File: config.mk
export PLATFORM = sky130hd
export DESIGN_NAME = omp_panel
export DESIGN_NICKNAME = d
export VERILOG_FILES = /design/src/omp_pkg.sv /design/src/omp_bus_master.sv /design/src/omp_hold_timer.sv /design/src/omp_panel.sv
export VERILOG_INCLUDE_DIRS = /design/src /design/src/src
export SDC_FILE = /design/constraint.sdc
export NUM_CORES = 1
export LEC_CHECK = 0
export ABC_AREA = 1
export BUFFER_PORTS_ARGS = -buffer_cell sky130_fd_sc_hd__buf_2
export CAP_MARGIN = 30
export CORE_UTILIZATION = 55
export DETAILED_ROUTE_END_ITERATION = 10
export HOLD_SLACK_MARGIN = 0.05
export PLACE_DENSITY = 0.87
export SLEW_MARGIN = 40
export SYNTH_ARGS = -nofsm -noshare
export SYNTH_HDL_FRONTEND = slang
export SYNTH_SLANG_ARGS = --single-unit
File: constraint.sdc
create_clock -name REF_CLK_I -period 14.25 [get_ports REF_CLK_I]
set_input_delay 0 -clock REF_CLK_I [delete_from_list [all_inputs] [get_ports REF_CLK_I]]
set_output_delay 0 -clock REF_CLK_I [all_outputs]
set_load 0.03 [all_outputs]
File: src/omp_regs.svh
// Register offsets, field positions, reset values and timing counts
// Assumes a 200 MHz clock and a word-aligned software register port
`ifndef OMP_REGS_SVH
`define OMP_REGS_SVH

// ----------------------------------------------------------------
// Register offsets
// ----------------------------------------------------------------
`define OMP_OFF_ADDR   8'h00
`define OMP_OFF_DATA   8'h04
`define OMP_OFF_STAT   8'h08

// ----------------------------------------------------------------
// Status fields
// ----------------------------------------------------------------
`define OMP_ST_HALT    0
`define OMP_ST_RUN     1
`define OMP_ST_IDLE    2
`define OMP_ST_AHALT   3
`define OMP_ST_MASK    4
`define OMP_ST_ARMED   5
`define OMP_ST_DONE    6
`define OMP_ST_XFER    7
`define OMP_ST_BUSY    8
`define OMP_ST_SYSRST  9

// ----------------------------------------------------------------
// Reset values and timing
// ----------------------------------------------------------------
`define OMP_ADDR_RST   16'h0000
`define OMP_DATA_RST   16'h0000
`define OMP_SEL_RST    12'h001
`define OMP_CLK_NS     5
`define OMP_RST_HOLD_NS 1000
`define OMP_RST_HOLD_CYC \
  ((`OMP_RST_HOLD_NS + `OMP_CLK_NS - 1) / `OMP_CLK_NS)

`endif

File: src/omp_pkg.sv
// Types shared by the panel modules
// Assumes nothing beyond a SystemVerilog compiler
package omp_pkg;

  // ----------------------------------------------------------------
  // State types
  // ----------------------------------------------------------------
  typedef enum logic [1:0] {BM_IDLE, BM_WAIT} omp_bm_st_t;
  typedef enum logic [1:0] {OP_IDLE, OP_BUS, OP_REG} omp_op_st_t;

endpackage

File: src/omp_bus_master.sv
// System bus master for panel accesses, one access at a time
// Assumes the target answers each request with a one-cycle ack
module omp_bus_master #(
  parameter int AW = 16,
  parameter int DW = 16
) (
  input  wire logic          clk_i,
  input  wire logic          rst_n_i,
  input  wire logic          start_i,
  input  wire logic          we_i,
  input  wire logic [AW-1:0] addr_i,
  input  wire logic [DW-1:0] wdata_i,
  input  wire logic          bus_ack_i,
  input  wire logic [DW-1:0] bus_rdata_i,
  output logic               bus_req_o,
  output logic               bus_we_o,
  output logic [AW-1:0]      bus_addr_o,
  output logic [DW-1:0]      bus_wdata_o,
  output logic               done_o,
  output logic [DW-1:0]      rdata_o
);
  import omp_pkg::*;

  omp_bm_st_t    st_q, st_d;
  logic          req_d, we_d, done_d;
  logic [AW-1:0] addr_d;
  logic [DW-1:0] wdata_d, rdata_d;

  always_comb begin
    st_d    = st_q;
    req_d   = bus_req_o;
    we_d    = bus_we_o;
    addr_d  = bus_addr_o;
    wdata_d = bus_wdata_o;
    rdata_d = rdata_o;
    done_d  = 1'b0;
    case (st_q)
      BM_IDLE: begin
        if (start_i) begin
          req_d   = 1'b1;
          we_d    = we_i;
          addr_d  = addr_i;
          wdata_d = wdata_i;
          st_d    = BM_WAIT;
        end
      end
      BM_WAIT: begin
        if (bus_ack_i) begin
          req_d  = 1'b0;
          done_d = 1'b1;
          if (!bus_we_o) begin
            rdata_d = bus_rdata_i;
          end
          st_d = BM_IDLE;
        end
      end
      default: st_d = BM_IDLE;
    endcase
  end

  always_ff @(posedge clk_i or negedge rst_n_i) begin
    if (!rst_n_i) begin
      st_q        <= BM_IDLE;
      bus_req_o   <= 1'b0;
      bus_we_o    <= 1'b0;
      bus_addr_o  <= '0;
      bus_wdata_o <= '0;
      rdata_o     <= '0;
      done_o      <= 1'b0;
    end else begin
      st_q        <= st_d;
      bus_req_o   <= req_d;
      bus_we_o    <= we_d;
      bus_addr_o  <= addr_d;
      bus_wdata_o <= wdata_d;
      rdata_o     <= rdata_d;
      done_o      <= done_d;
    end
  end

endmodule // omp_bus_master

File: src/omp_hold_timer.sv
// Holds an active level for a fixed number of cycles after a start
// Assumes start is a one-cycle pulse
module omp_hold_timer #(
  parameter int unsigned HOLD = 200
) (
  input  wire logic clk_i,
  input  wire logic rst_n_i,
  input  wire logic start_i,
  output logic      active_o
);
  localparam int CW = $clog2(HOLD + 1);

  logic [CW-1:0] cnt_q, cnt_d;
  logic          act_d;

  always_comb begin
    cnt_d = cnt_q;
    act_d = active_o;
    if (start_i) begin
      act_d = 1'b1;
      cnt_d = CW'(HOLD - 1);
    end else if (active_o) begin
      if (cnt_q == '0) begin
        act_d = 1'b0;
      end else begin
        cnt_d = cnt_q - 1'b1;
      end
    end
  end

  always_ff @(posedge clk_i or negedge rst_n_i) begin
    if (!rst_n_i) begin
      cnt_q    <= '0;
      active_o <= 1'b0;
    end else begin
      cnt_q    <= cnt_d;
      active_o <= act_d;
    end
  end

endmodule // omp_hold_timer

File: src/omp_panel.sv
// Operator maintenance panel: switches to bus and processor actions
// Assumes switch inputs are one-cycle pulses synchronous to REF_CLK_I
`include "omp_regs.svh"

module omp_panel #(
  parameter int          AW   = 16,
  parameter int          DW   = 16,
  parameter int unsigned HOLD = `OMP_RST_HOLD_CYC
) (
  input  wire logic          REF_CLK_I,
  input  wire logic          RST_N_I,
  input  wire logic          SW_OPER_CALL_I,
  input  wire logic          SW_INT_MASK_I,
  input  wire logic          SW_STEP_I,
  input  wire logic          SW_ADDR_HALT_I,
  input  wire logic          SW_HALT_I,
  input  wire logic          SW_RUN_I,
  input  wire logic          SW_LOAD_I,
  input  wire logic          SW_RESET_I,
  input  wire logic [11:0]   SW_SEL_I,
  input  wire logic          SW_REG_RD_I,
  input  wire logic          SW_REG_WR_I,
  input  wire logic          SW_MEM_RD_I,
  input  wire logic          SW_MEM_WR_I,
  input  wire logic [AW-1:0] SW_ADDR_BIT_I,
  input  wire logic          SW_ADDR_CLR_I,
  input  wire logic [DW-1:0] SW_DATA_BIT_I,
  input  wire logic          SW_DATA_CLR_I,
  input  wire logic          SW_PF_EN_I,
  input  wire logic          SW_LF_EN_I,
  input  wire logic [1:0]    SW_PR_MODE_I,
  input  wire logic          CPU_EXEC_I,
  input  wire logic          CPU_WAIT_I,
  input  wire logic [DW-1:0] CPU_REG_RDATA_I,
  input  wire logic          CPU_REG_ACK_I,
  input  wire logic          BUS_BUSY_I,
  input  wire logic          BUS_MON_VALID_I,
  input  wire logic [AW-1:0] BUS_MON_ADDR_I,
  input  wire logic          BUS_ACK_I,
  input  wire logic [DW-1:0] BUS_RDATA_I,
  input  wire logic [7:0]    REG_ADDR_I,
  input  wire logic [31:0]   REG_WDATA_I,
  input  wire logic          REG_WR_I,
  input  wire logic          REG_RD_I,
  output logic [31:0]        REG_RDATA_O,
  output logic               OPER_INT_O,
  output logic [3:0]         INT_MASK_O,
  output logic               CPU_HALT_O,
  output logic               CPU_STEP_O,
  output logic               CPU_RUN_O,
  output logic [3:0]         CPU_REG_SEL_O,
  output logic               CPU_REG_RD_O,
  output logic               CPU_REG_WR_O,
  output logic [DW-1:0]      CPU_REG_WDATA_O,
  output logic               SYS_RESET_O,
  output logic               AUTOLOAD_O,
  output logic               PF_INT_EN_O,
  output logic               LF_INT_EN_O,
  output logic [1:0]         PR_MODE_O,
  output logic               BUS_REQ_O,
  output logic               BUS_WE_O,
  output logic [AW-1:0]      BUS_ADDR_O,
  output logic [DW-1:0]      BUS_WDATA_O,
  output logic [AW-1:0]      LED_ADDR_O,
  output logic [DW-1:0]      LED_DATA_O,
  output logic [11:0]        LED_SEL_O,
  output logic               LED_ADDR_HALT_O,
  output logic               LED_LOAD_O,
  output logic               LED_DONE_O,
  output logic               LED_BUSY_O,
  output logic               LED_RUN_O,
  output logic               LED_IDLE_O,
  output logic               LED_HALT_O
);
  import omp_pkg::*;

  // ----------------------------------------------------------------
  // Helpers
  // ----------------------------------------------------------------
  function automatic logic [3:0] sel_code(input logic [11:0] oh);
    logic [3:0] c;
    c = 4'h0;
    for (int i = 0; i < 12; i++) begin
      if (oh[i]) begin
        c = 4'(i);
      end
    end
    return c;
  endfunction

  function automatic logic [11:0] first_hot(input logic [11:0] v);
    logic [11:0] r;
    r = 12'h000;
    for (int i = 11; i >= 0; i--) begin
      if (v[i]) begin
        r = 12'h001 << i;
      end
    end
    return r;
  endfunction

  // ----------------------------------------------------------------
  // Reset release
  // ----------------------------------------------------------------
  logic rs1_q, rst_n;

  always_ff @(posedge REF_CLK_I or negedge RST_N_I) begin
    if (!RST_N_I) begin
      rs1_q <= 1'b0;
      rst_n <= 1'b0;
    end else begin
      rs1_q <= 1'b1;
      rst_n <= rs1_q;
    end
  end

  // ----------------------------------------------------------------
  // Submodules
  // ----------------------------------------------------------------
  logic          bm_start, bm_we, bm_done, sys_rst;
  logic [AW-1:0] bm_addr;
  logic [DW-1:0] bm_rdata;

  omp_bus_master #(.AW(AW), .DW(DW)) u_bm (
    .clk_i       (REF_CLK_I),
    .rst_n_i     (rst_n),
    .start_i     (bm_start),
    .we_i        (bm_we),
    .addr_i      (bm_addr),
    .wdata_i     (LED_DATA_O),
    .bus_ack_i   (BUS_ACK_I),
    .bus_rdata_i (BUS_RDATA_I),
    .bus_req_o   (BUS_REQ_O),
    .bus_we_o    (BUS_WE_O),
    .bus_addr_o  (BUS_ADDR_O),
    .bus_wdata_o (BUS_WDATA_O),
    .done_o      (bm_done),
    .rdata_o     (bm_rdata)
  );

  omp_hold_timer #(.HOLD(HOLD)) u_rst (
    .clk_i    (REF_CLK_I),
    .rst_n_i  (rst_n),
    .start_i  (SW_RESET_I),
    .active_o (sys_rst)
  );

  // ----------------------------------------------------------------
  // Panel state
  // ----------------------------------------------------------------
  omp_op_st_t    st_q, st_d;
  logic [AW-1:0] addr_d;
  logic [DW-1:0] data_d;
  logic [11:0]   sel_d;
  logic [3:0]    mask_d;
  logic          ahalt_d, halt_d, armed_d, done_d, seq_d, disp_d;
  logic          call_d, step_d, run_d, load_d, rrd_d, rwr_d;
  logic [31:0]   rdata_d;
  logic          halted, ahalt_hit, live, busy_op, sw_addr_wr, sw_data_wr;
  logic          seq_q, disp_q, rwr_q;

  assign halted     = !CPU_EXEC_I && !CPU_WAIT_I;
  assign ahalt_hit  = LED_ADDR_HALT_O && BUS_MON_VALID_I
                      && (BUS_MON_ADDR_I == LED_ADDR_O);
  assign live       = !sys_rst;
  assign busy_op    = (st_q != OP_IDLE);
  assign sw_addr_wr = REG_WR_I && (REG_ADDR_I == `OMP_OFF_ADDR);
  assign sw_data_wr = REG_WR_I && (REG_ADDR_I == `OMP_OFF_DATA);

  always_comb begin
    st_d     = st_q;
    addr_d   = LED_ADDR_O;
    data_d   = LED_DATA_O;
    sel_d    = LED_SEL_O;
    mask_d   = INT_MASK_O;
    ahalt_d  = LED_ADDR_HALT_O;
    halt_d   = CPU_HALT_O;
    armed_d  = LED_LOAD_O;
    done_d   = LED_DONE_O;
    seq_d    = 1'b0;
    disp_d   = 1'b0;
    call_d   = 1'b0;
    step_d   = 1'b0;
    run_d    = 1'b0;
    load_d   = 1'b0;
    rrd_d    = 1'b0;
    rwr_d    = 1'b0;
    bm_start = 1'b0;
    bm_we    = 1'b0;
    bm_addr  = LED_ADDR_O;
    seq_d    = seq_q;
    disp_d   = disp_q;
    // Software access to address and data
    if (sw_addr_wr) begin
      addr_d = REG_WDATA_I[AW-1:0];
      seq_d  = 1'b0;
    end
    if (sw_data_wr) begin
      data_d = REG_WDATA_I[DW-1:0];
    end
    if (|SW_ADDR_BIT_I) begin
      addr_d = addr_d ^ SW_ADDR_BIT_I;
      seq_d  = 1'b0;
    end
    data_d = data_d ^ SW_DATA_BIT_I;
    if (SW_ADDR_CLR_I) begin
      addr_d = '0;
      seq_d  = 1'b0;
    end
    if (SW_DATA_CLR_I) begin
      data_d = '0;
    end
    if (|SW_SEL_I) begin
      sel_d = first_hot(SW_SEL_I);
    end
    if (live) begin
      call_d = SW_OPER_CALL_I;
      if (SW_INT_MASK_I) begin
        mask_d = INT_MASK_O[0] ? 4'h0 : 4'hF;
      end
      if (SW_ADDR_HALT_I) begin
        ahalt_d = !LED_ADDR_HALT_O;
      end
      if (SW_RUN_I) begin
        run_d  = 1'b1;
        halt_d = 1'b0;
      end
      if (SW_HALT_I && !halted) begin
        halt_d = 1'b1;
      end
      if (ahalt_hit) begin
        halt_d = 1'b1;
      end
      if (SW_STEP_I) begin
        step_d = 1'b1;
        if (!halted) begin
          halt_d = 1'b1;
          disp_d = 1'b1;
        end
      end
      if (SW_LOAD_I && LED_LOAD_O) begin
        load_d  = 1'b1;
        armed_d = 1'b0;
      end
    end
    if (SW_RESET_I) begin
      armed_d = 1'b1;
      halt_d  = 1'b0;
      ahalt_d = 1'b0;
    end
    case (st_q)
      OP_IDLE: begin
        if (!live) begin
          st_d = OP_IDLE;
        end else if (SW_MEM_RD_I) begin
          if (seq_q) begin
            addr_d  = LED_ADDR_O + 1'b1;
            bm_addr = LED_ADDR_O + 1'b1;
          end
          bm_start = 1'b1;
          done_d   = 1'b0;
          st_d     = OP_BUS;
        end else if (SW_MEM_WR_I) begin
          bm_start = 1'b1;
          bm_we    = 1'b1;
          done_d   = 1'b0;
          seq_d    = 1'b0;
          st_d     = OP_BUS;
        end else if (halted && (SW_REG_RD_I || disp_q)) begin
          rrd_d  = 1'b1;
          disp_d = 1'b0;
          done_d = 1'b0;
          st_d   = OP_REG;
        end else if (halted && SW_REG_WR_I) begin
          rwr_d  = 1'b1;
          done_d = 1'b0;
          st_d   = OP_REG;
        end
      end
      OP_BUS: begin
        if (bm_done) begin
          done_d = 1'b1;
          if (!BUS_WE_O) begin
            data_d = bm_rdata;
            seq_d  = 1'b1;
          end
          st_d = OP_IDLE;
        end
      end
      OP_REG: begin
        if (CPU_REG_ACK_I) begin
          done_d = 1'b1;
          if (!CPU_REG_WR_O && !rwr_q) begin
            data_d = CPU_REG_RDATA_I;
          end
          st_d = OP_IDLE;
        end
      end
      default: st_d = OP_IDLE;
    endcase
    // Status and register readback
    rdata_d = 32'h0000_0000;
    if (REG_RD_I) begin
      case (REG_ADDR_I)
        `OMP_OFF_ADDR: rdata_d[AW-1:0] = LED_ADDR_O;
        `OMP_OFF_DATA: rdata_d[DW-1:0] = LED_DATA_O;
        `OMP_OFF_STAT: begin
          rdata_d[`OMP_ST_HALT]   = LED_HALT_O;
          rdata_d[`OMP_ST_RUN]    = LED_RUN_O;
          rdata_d[`OMP_ST_IDLE]   = LED_IDLE_O;
          rdata_d[`OMP_ST_AHALT]  = LED_ADDR_HALT_O;
          rdata_d[`OMP_ST_MASK]   = INT_MASK_O[0];
          rdata_d[`OMP_ST_ARMED]  = LED_LOAD_O;
          rdata_d[`OMP_ST_DONE]   = LED_DONE_O;
          rdata_d[`OMP_ST_XFER]   = busy_op;
          rdata_d[`OMP_ST_BUSY]   = LED_BUSY_O;
          rdata_d[`OMP_ST_SYSRST] = sys_rst;
        end
        default: rdata_d = 32'h0000_0000;
      endcase
    end
  end

  always_ff @(posedge REF_CLK_I or negedge rst_n) begin
    if (!rst_n) begin
      st_q            <= OP_IDLE;
      LED_ADDR_O      <= `OMP_ADDR_RST;
      LED_DATA_O      <= `OMP_DATA_RST;
      LED_SEL_O       <= `OMP_SEL_RST;
      INT_MASK_O      <= 4'h0;
      LED_ADDR_HALT_O <= 1'b0;
      CPU_HALT_O      <= 1'b0;
      LED_LOAD_O      <= 1'b0;
      LED_DONE_O      <= 1'b0;
      seq_q           <= 1'b0;
      disp_q          <= 1'b0;
      rwr_q           <= 1'b0;
      OPER_INT_O      <= 1'b0;
      CPU_STEP_O      <= 1'b0;
      CPU_RUN_O       <= 1'b0;
      AUTOLOAD_O      <= 1'b0;
      CPU_REG_RD_O    <= 1'b0;
      CPU_REG_WR_O    <= 1'b0;
      CPU_REG_SEL_O   <= 4'h0;
      CPU_REG_WDATA_O <= '0;
      REG_RDATA_O     <= 32'h0000_0000;
    end else begin
      st_q            <= st_d;
      LED_ADDR_O      <= addr_d;
      LED_DATA_O      <= data_d;
      LED_SEL_O       <= sel_d;
      INT_MASK_O      <= mask_d;
      LED_ADDR_HALT_O <= ahalt_d;
      CPU_HALT_O      <= halt_d;
      LED_LOAD_O      <= armed_d;
      LED_DONE_O      <= done_d;
      seq_q           <= seq_d;
      disp_q          <= disp_d;
      rwr_q           <= rwr_d || (rwr_q && st_q == OP_REG);
      OPER_INT_O      <= call_d;
      CPU_STEP_O      <= step_d;
      CPU_RUN_O       <= run_d;
      AUTOLOAD_O      <= load_d;
      CPU_REG_RD_O    <= rrd_d;
      CPU_REG_WR_O    <= rwr_d;
      CPU_REG_SEL_O   <= sel_code(sel_d);
      CPU_REG_WDATA_O <= data_d;
      REG_RDATA_O     <= rdata_d;
    end
  end

  // ----------------------------------------------------------------
  // Lights and alarm enables
  // ----------------------------------------------------------------
  always_ff @(posedge REF_CLK_I or negedge rst_n) begin
    if (!rst_n) begin
      LED_BUSY_O  <= 1'b0;
      LED_RUN_O   <= 1'b0;
      LED_IDLE_O  <= 1'b0;
      LED_HALT_O  <= 1'b0;
      SYS_RESET_O <= 1'b0;
      PF_INT_EN_O <= 1'b0;
      LF_INT_EN_O <= 1'b0;
      PR_MODE_O   <= 2'h0;
    end else begin
      LED_BUSY_O  <= BUS_BUSY_I;
      LED_RUN_O   <= CPU_EXEC_I;
      LED_IDLE_O  <= !CPU_EXEC_I && CPU_WAIT_I;
      LED_HALT_O  <= halted;
      SYS_RESET_O <= sys_rst;
      PF_INT_EN_O <= SW_PF_EN_I;
      LF_INT_EN_O <= SW_LF_EN_I;
      PR_MODE_O   <= SW_PR_MODE_I;
    end
  end

  // ----------------------------------------------------------------
  // Assertions
  // ----------------------------------------------------------------
  a_call_raise: assert property (@(posedge REF_CLK_I) disable iff (!rst_n)
    SW_OPER_CALL_I && live |=> OPER_INT_O)
    else $error("attention did not interrupt");
  a_mask_set: assert property (@(posedge REF_CLK_I) disable iff (!rst_n)
    SW_INT_MASK_I && live && INT_MASK_O == 4'h0 |=> INT_MASK_O == 4'hF)
    else $error("inhibit did not mask levels");
  a_ahalt_stop: assert property (@(posedge REF_CLK_I) disable iff (!rst_n)
    ahalt_hit && live && !SW_RESET_I |=> CPU_HALT_O)
    else $error("address match did not halt");
  a_halt_req: assert property (@(posedge REF_CLK_I) disable iff (!rst_n)
    SW_HALT_I && live && !halted && !SW_RESET_I |=> CPU_HALT_O)
    else $error("halt switch ignored");
  a_run_start: assert property (@(posedge REF_CLK_I) disable iff (!rst_n)
    SW_RUN_I && live && !SW_HALT_I && !ahalt_hit && !SW_STEP_I
    |=> CPU_RUN_O && !CPU_HALT_O)
    else $error("run did not start processor");
  a_load_armed: assert property (@(posedge REF_CLK_I) disable iff (!rst_n)
    AUTOLOAD_O |-> $past(LED_LOAD_O) && !LED_LOAD_O)
    else $error("load without arming");
  a_reset_arms: assert property (@(posedge REF_CLK_I) disable iff (!rst_n)
    SW_RESET_I |=> LED_LOAD_O ##1 SYS_RESET_O)
    else $error("master reset did not arm");
  a_done_light: assert property (@(posedge REF_CLK_I) disable iff (!rst_n)
    bm_done && st_q == OP_BUS |=> LED_DONE_O)
    else $error("done light missing");
  a_sel_onehot: assert property (@(posedge REF_CLK_I) disable iff (!rst_n)
    $onehot(LED_SEL_O))
    else $error("select row not one-hot");
  a_reg_halted: assert property (@(posedge REF_CLK_I) disable iff (!rst_n)
    $rose(CPU_REG_RD_O) |-> $past(halted))
    else $error("register read while running");
  a_data_clear: assert property (@(posedge REF_CLK_I) disable iff (!rst_n)
    SW_DATA_CLR_I && st_q == OP_IDLE |=> LED_DATA_O == '0)
    else $error("data clear failed");
  a_one_access: assert property (@(posedge REF_CLK_I) disable iff (!rst_n)
    BUS_REQ_O |-> !bm_start)
    else $error("second access while busy");

endmodule // omp_panel

==> out/qor.yml <==
outcome:
  run_status: "finished, final reports clean"
job:
  drv_cap: 0
timing:
  setup_violations: 0
  finalCriticalPeriod_ns: 3.38
  fmax_mhz: 296
  worstMarginPinSlew_ns: 0.770
  slew_viol_final: 0
  fin_tns_setup_ns: 0
  rsz0062_at_grt: "no"
  fin_worst_hold_slack_ns: 0.0640
  finalHoldViolCount: 0
  slew_headroom_pct: 48.6
  skew_ns: 0.0113
  fin_crit_sh_pct: 23.7
detailed_routing:
  post_drt_via_cell_ratio: 5.44
  drt-initial-drc-count: 969
  drtPass1Iterations: 5
  vias: 9496
  routedWlPerCell_um: 17.4
  ant_nets: 0
  route.detailed.drc: 0
  totalWireLength_um: 30400
clocking:
  cts_buffer_depth: 2
  clock_latency_ns: 0.43
  clkTransAtPathRegs_ns: 0.06
  cts_root_buf: "clkbuf_16"
  cts_buffers: 17
  clock-sinks: 151
  cts_tree: "yes"
  htree_levels: 4
hold_path:
  hold_path_end: "LED_ADDR_O[5]"
  hold_start: "REG_WDATA_I[5]"
  whs_path_depth: 6
  hold_class: "in -> reg"
yosys:
  ys_seq_area_share_pct: 43.4
  synth_cell_type_count: 55
  post-synth-top-area-fraction_pct: 43.1
  synth_area_per_cell_um2: 7.57
  syn-cell-area_um2: 8700
  syn-instance-count: 1149
  synth_area_leader_cell: "dfrtp_1"
  ys_ff_latch: 151
  yosys-top-cells-area: "dfrtp_1 43%, nand2_1 14%, inv_1 7.2%, o21ai_0 5.8%, nand3_1 4.4%"
  yosysWarningCount: 0
critical_path:
  crit_arrival_ns: 3.74
  critPathKind: "reg -> reg"
  reg2reg_depth: 8
  reg2reg_from: "st_q[0]"
  crit_required_ns: 14.62
  crit_path_end_kind: "register"
  r2r_end: "LED_DATA_O[0]"
  cp-startpoint: "st_q[0]"
  timing.reg2reg.setup_slack_ns: 10.87
  critical_path.max_fanout: 17
  cp-start-kind: "register"
die:
  core_area_um2: 15300
  fp.dieW_um: 128
  num_io_pins: 313
  start_util_pct: 56.8
  rows: 45
  die-height_um: 128
  dieArea_um2: 16300
cells_and_area:
  layout_commonest_cell: "nand2_1"
  fin_area_um2: 11900
  post-route-util_pct: 77.6
  drive_above_1_share_pct: 24.6
  num-fill-cells: 1026
  nets: 1684
  area_delta_synth_final_pct: 36.6
  multiInputGateArea_um2: 3910
  final_cell_mix: "325 x nand2_1, 280 x buf_2, 167 x inv_1, 149 x dfrtp_1, 119 x dlygate4sd3_1"
  regArea_um2: 3780
global_routing:
  grt_pass1_wl_um: 47200
  grt_pass1_vias: 9143
  antenna_found_initial: 5
  grt_max_degree: 81
  grt-ovfl-total: 0
  grt_usage_pct: 38.1
power_and_ir_drop:
  p_leak_nw: 6.63
  p_total_w: 0.00111
  vdd_drop_max_uv: 75.2
  power_density_nw_per_um2: 93.4
placed_design:
  dp_hpwl_um: 19700
  portBuffers: 280
  place.gp.congestion: 0.907
  place_area_um2: 10100
## repair_timing
action,CTS,global route
buffers inserted,0,0
endpoints found under the hold margin,103,0
hold buffers,119,0
gates resized for setup,0,0
## metal layers
layer,up-vias,GRT usage [%],wire length (um)
met3,119,7.89,2650
met1,4410,44.8,11300
met4,0,21.7,1600
met5,-,0,0
met2,600,65.1,14800
li1,4367,-,-
## registers in the layout, indices dropped and copies added (netlist names), 2 cells and up
| signal | flops |
|---|---|
| LED_ADDR_O | 16 |
| LED_DATA_O | 16 |
| REG_RDATA_O | 16 |
| u_bm.bus_addr_o | 16 |
| u_bm.bus_wdata_o | 16 |
| u_bm.rdata_o | 16 |
| LED_SEL_O | 12 |
| u_rst.cnt_q | 8 |
| CPU_REG_SEL_O | 4 |
| PR_MODE_O | 2 |
| st_q | 2 |
## cells in the mapped netlist (all sizes together)
cell	instances
dfrtp	150
clkinv	2
nand4	4
o21ai	105
nand3	80
a21oi	26
conb	2
nor4	4
xnor2	1
nor3	8
o2111ai	2
and3	1
a2bb2oi	7
xor2	10
a21boi	2
clkbuf	19
inv	172
o32ai	1
mux2	16
nor3b	1
o22ai	10
nand3b	20
a22oi	1
a32oi	1
nor2	72
nand2	328
ha	7
or2	13
a21o	1
a211oi	1
o21a	3
dfstp	1
o211ai	19
buf	53
a31oi	1
a2111oi	1
o221ai	3
a221oi	1
## worst max path at each step
stage,end,depth (start not counted)
final,LED_DATA_O[0],8
after global routing,LED_DATA_O[6],8
after CTS,LED_DATA_O[6],8
after detailed placement,u_bm.bus_addr_o[0],11
after global placement,u_bm.bus_addr_o[0],11
after floorplan,AUTOLOAD_O,0
## cell type report
class                      instances  share of cell area [%]
multi-input combinational        767                    32.9
sequential                       151                    31.8
timing repair buffer             406                    22.6
inverter                         174                    5.49
clock buffer                      21                    3.70
tap                              211                    2.22
clock inverter                    11                    1.24
antenna                            3                  0.0631
## critical path, cell delays in order, from the launching register on
cell           delay (ns)
dfrtp_1              0.41
inv_1                0.09
ha_1                 0.68
clkinv_1             0.65
nand2_1              0.21
nand2_1              0.07
dlygate4sd3_1        0.58
nand2_1              0.08
dlygate4sd3_1        0.54
## power by group
part / switching (W) / leakage [nW] / internal [W]
combinational: 0.000116 / 4.35 / 0.0000725
sequential: 0.0000194 / 1.99 / 0.000441
clock: 0.000186 / 0.286 / 0.000277
## stage by stage
step,setup slack (ns),std cells
2_1_floorplan,9.73,1164
3_3_place_gp,11.53,1587
3_5_place_dp,11.49,1588
4_1_cts,11.06,1739
5_1_grt,10.75,1744
6_report,10.87,1744
## cell families after synthesis
family | count (synthesis) | synth area share, %
AOI/OAI and AO/OA | 185 | 13.0
xor gates and xnor gates | 11 | 1.11
adders and majority gates | 7 | 1.01
buffers and inverters | 246 | 12.6
DFF | 151 | 43.4
muxes | 16 | 2.07
other | 2 | 0.0863
and+or+nand+nor | 531 | 26.7
Power figures use the tool's default switching activity.
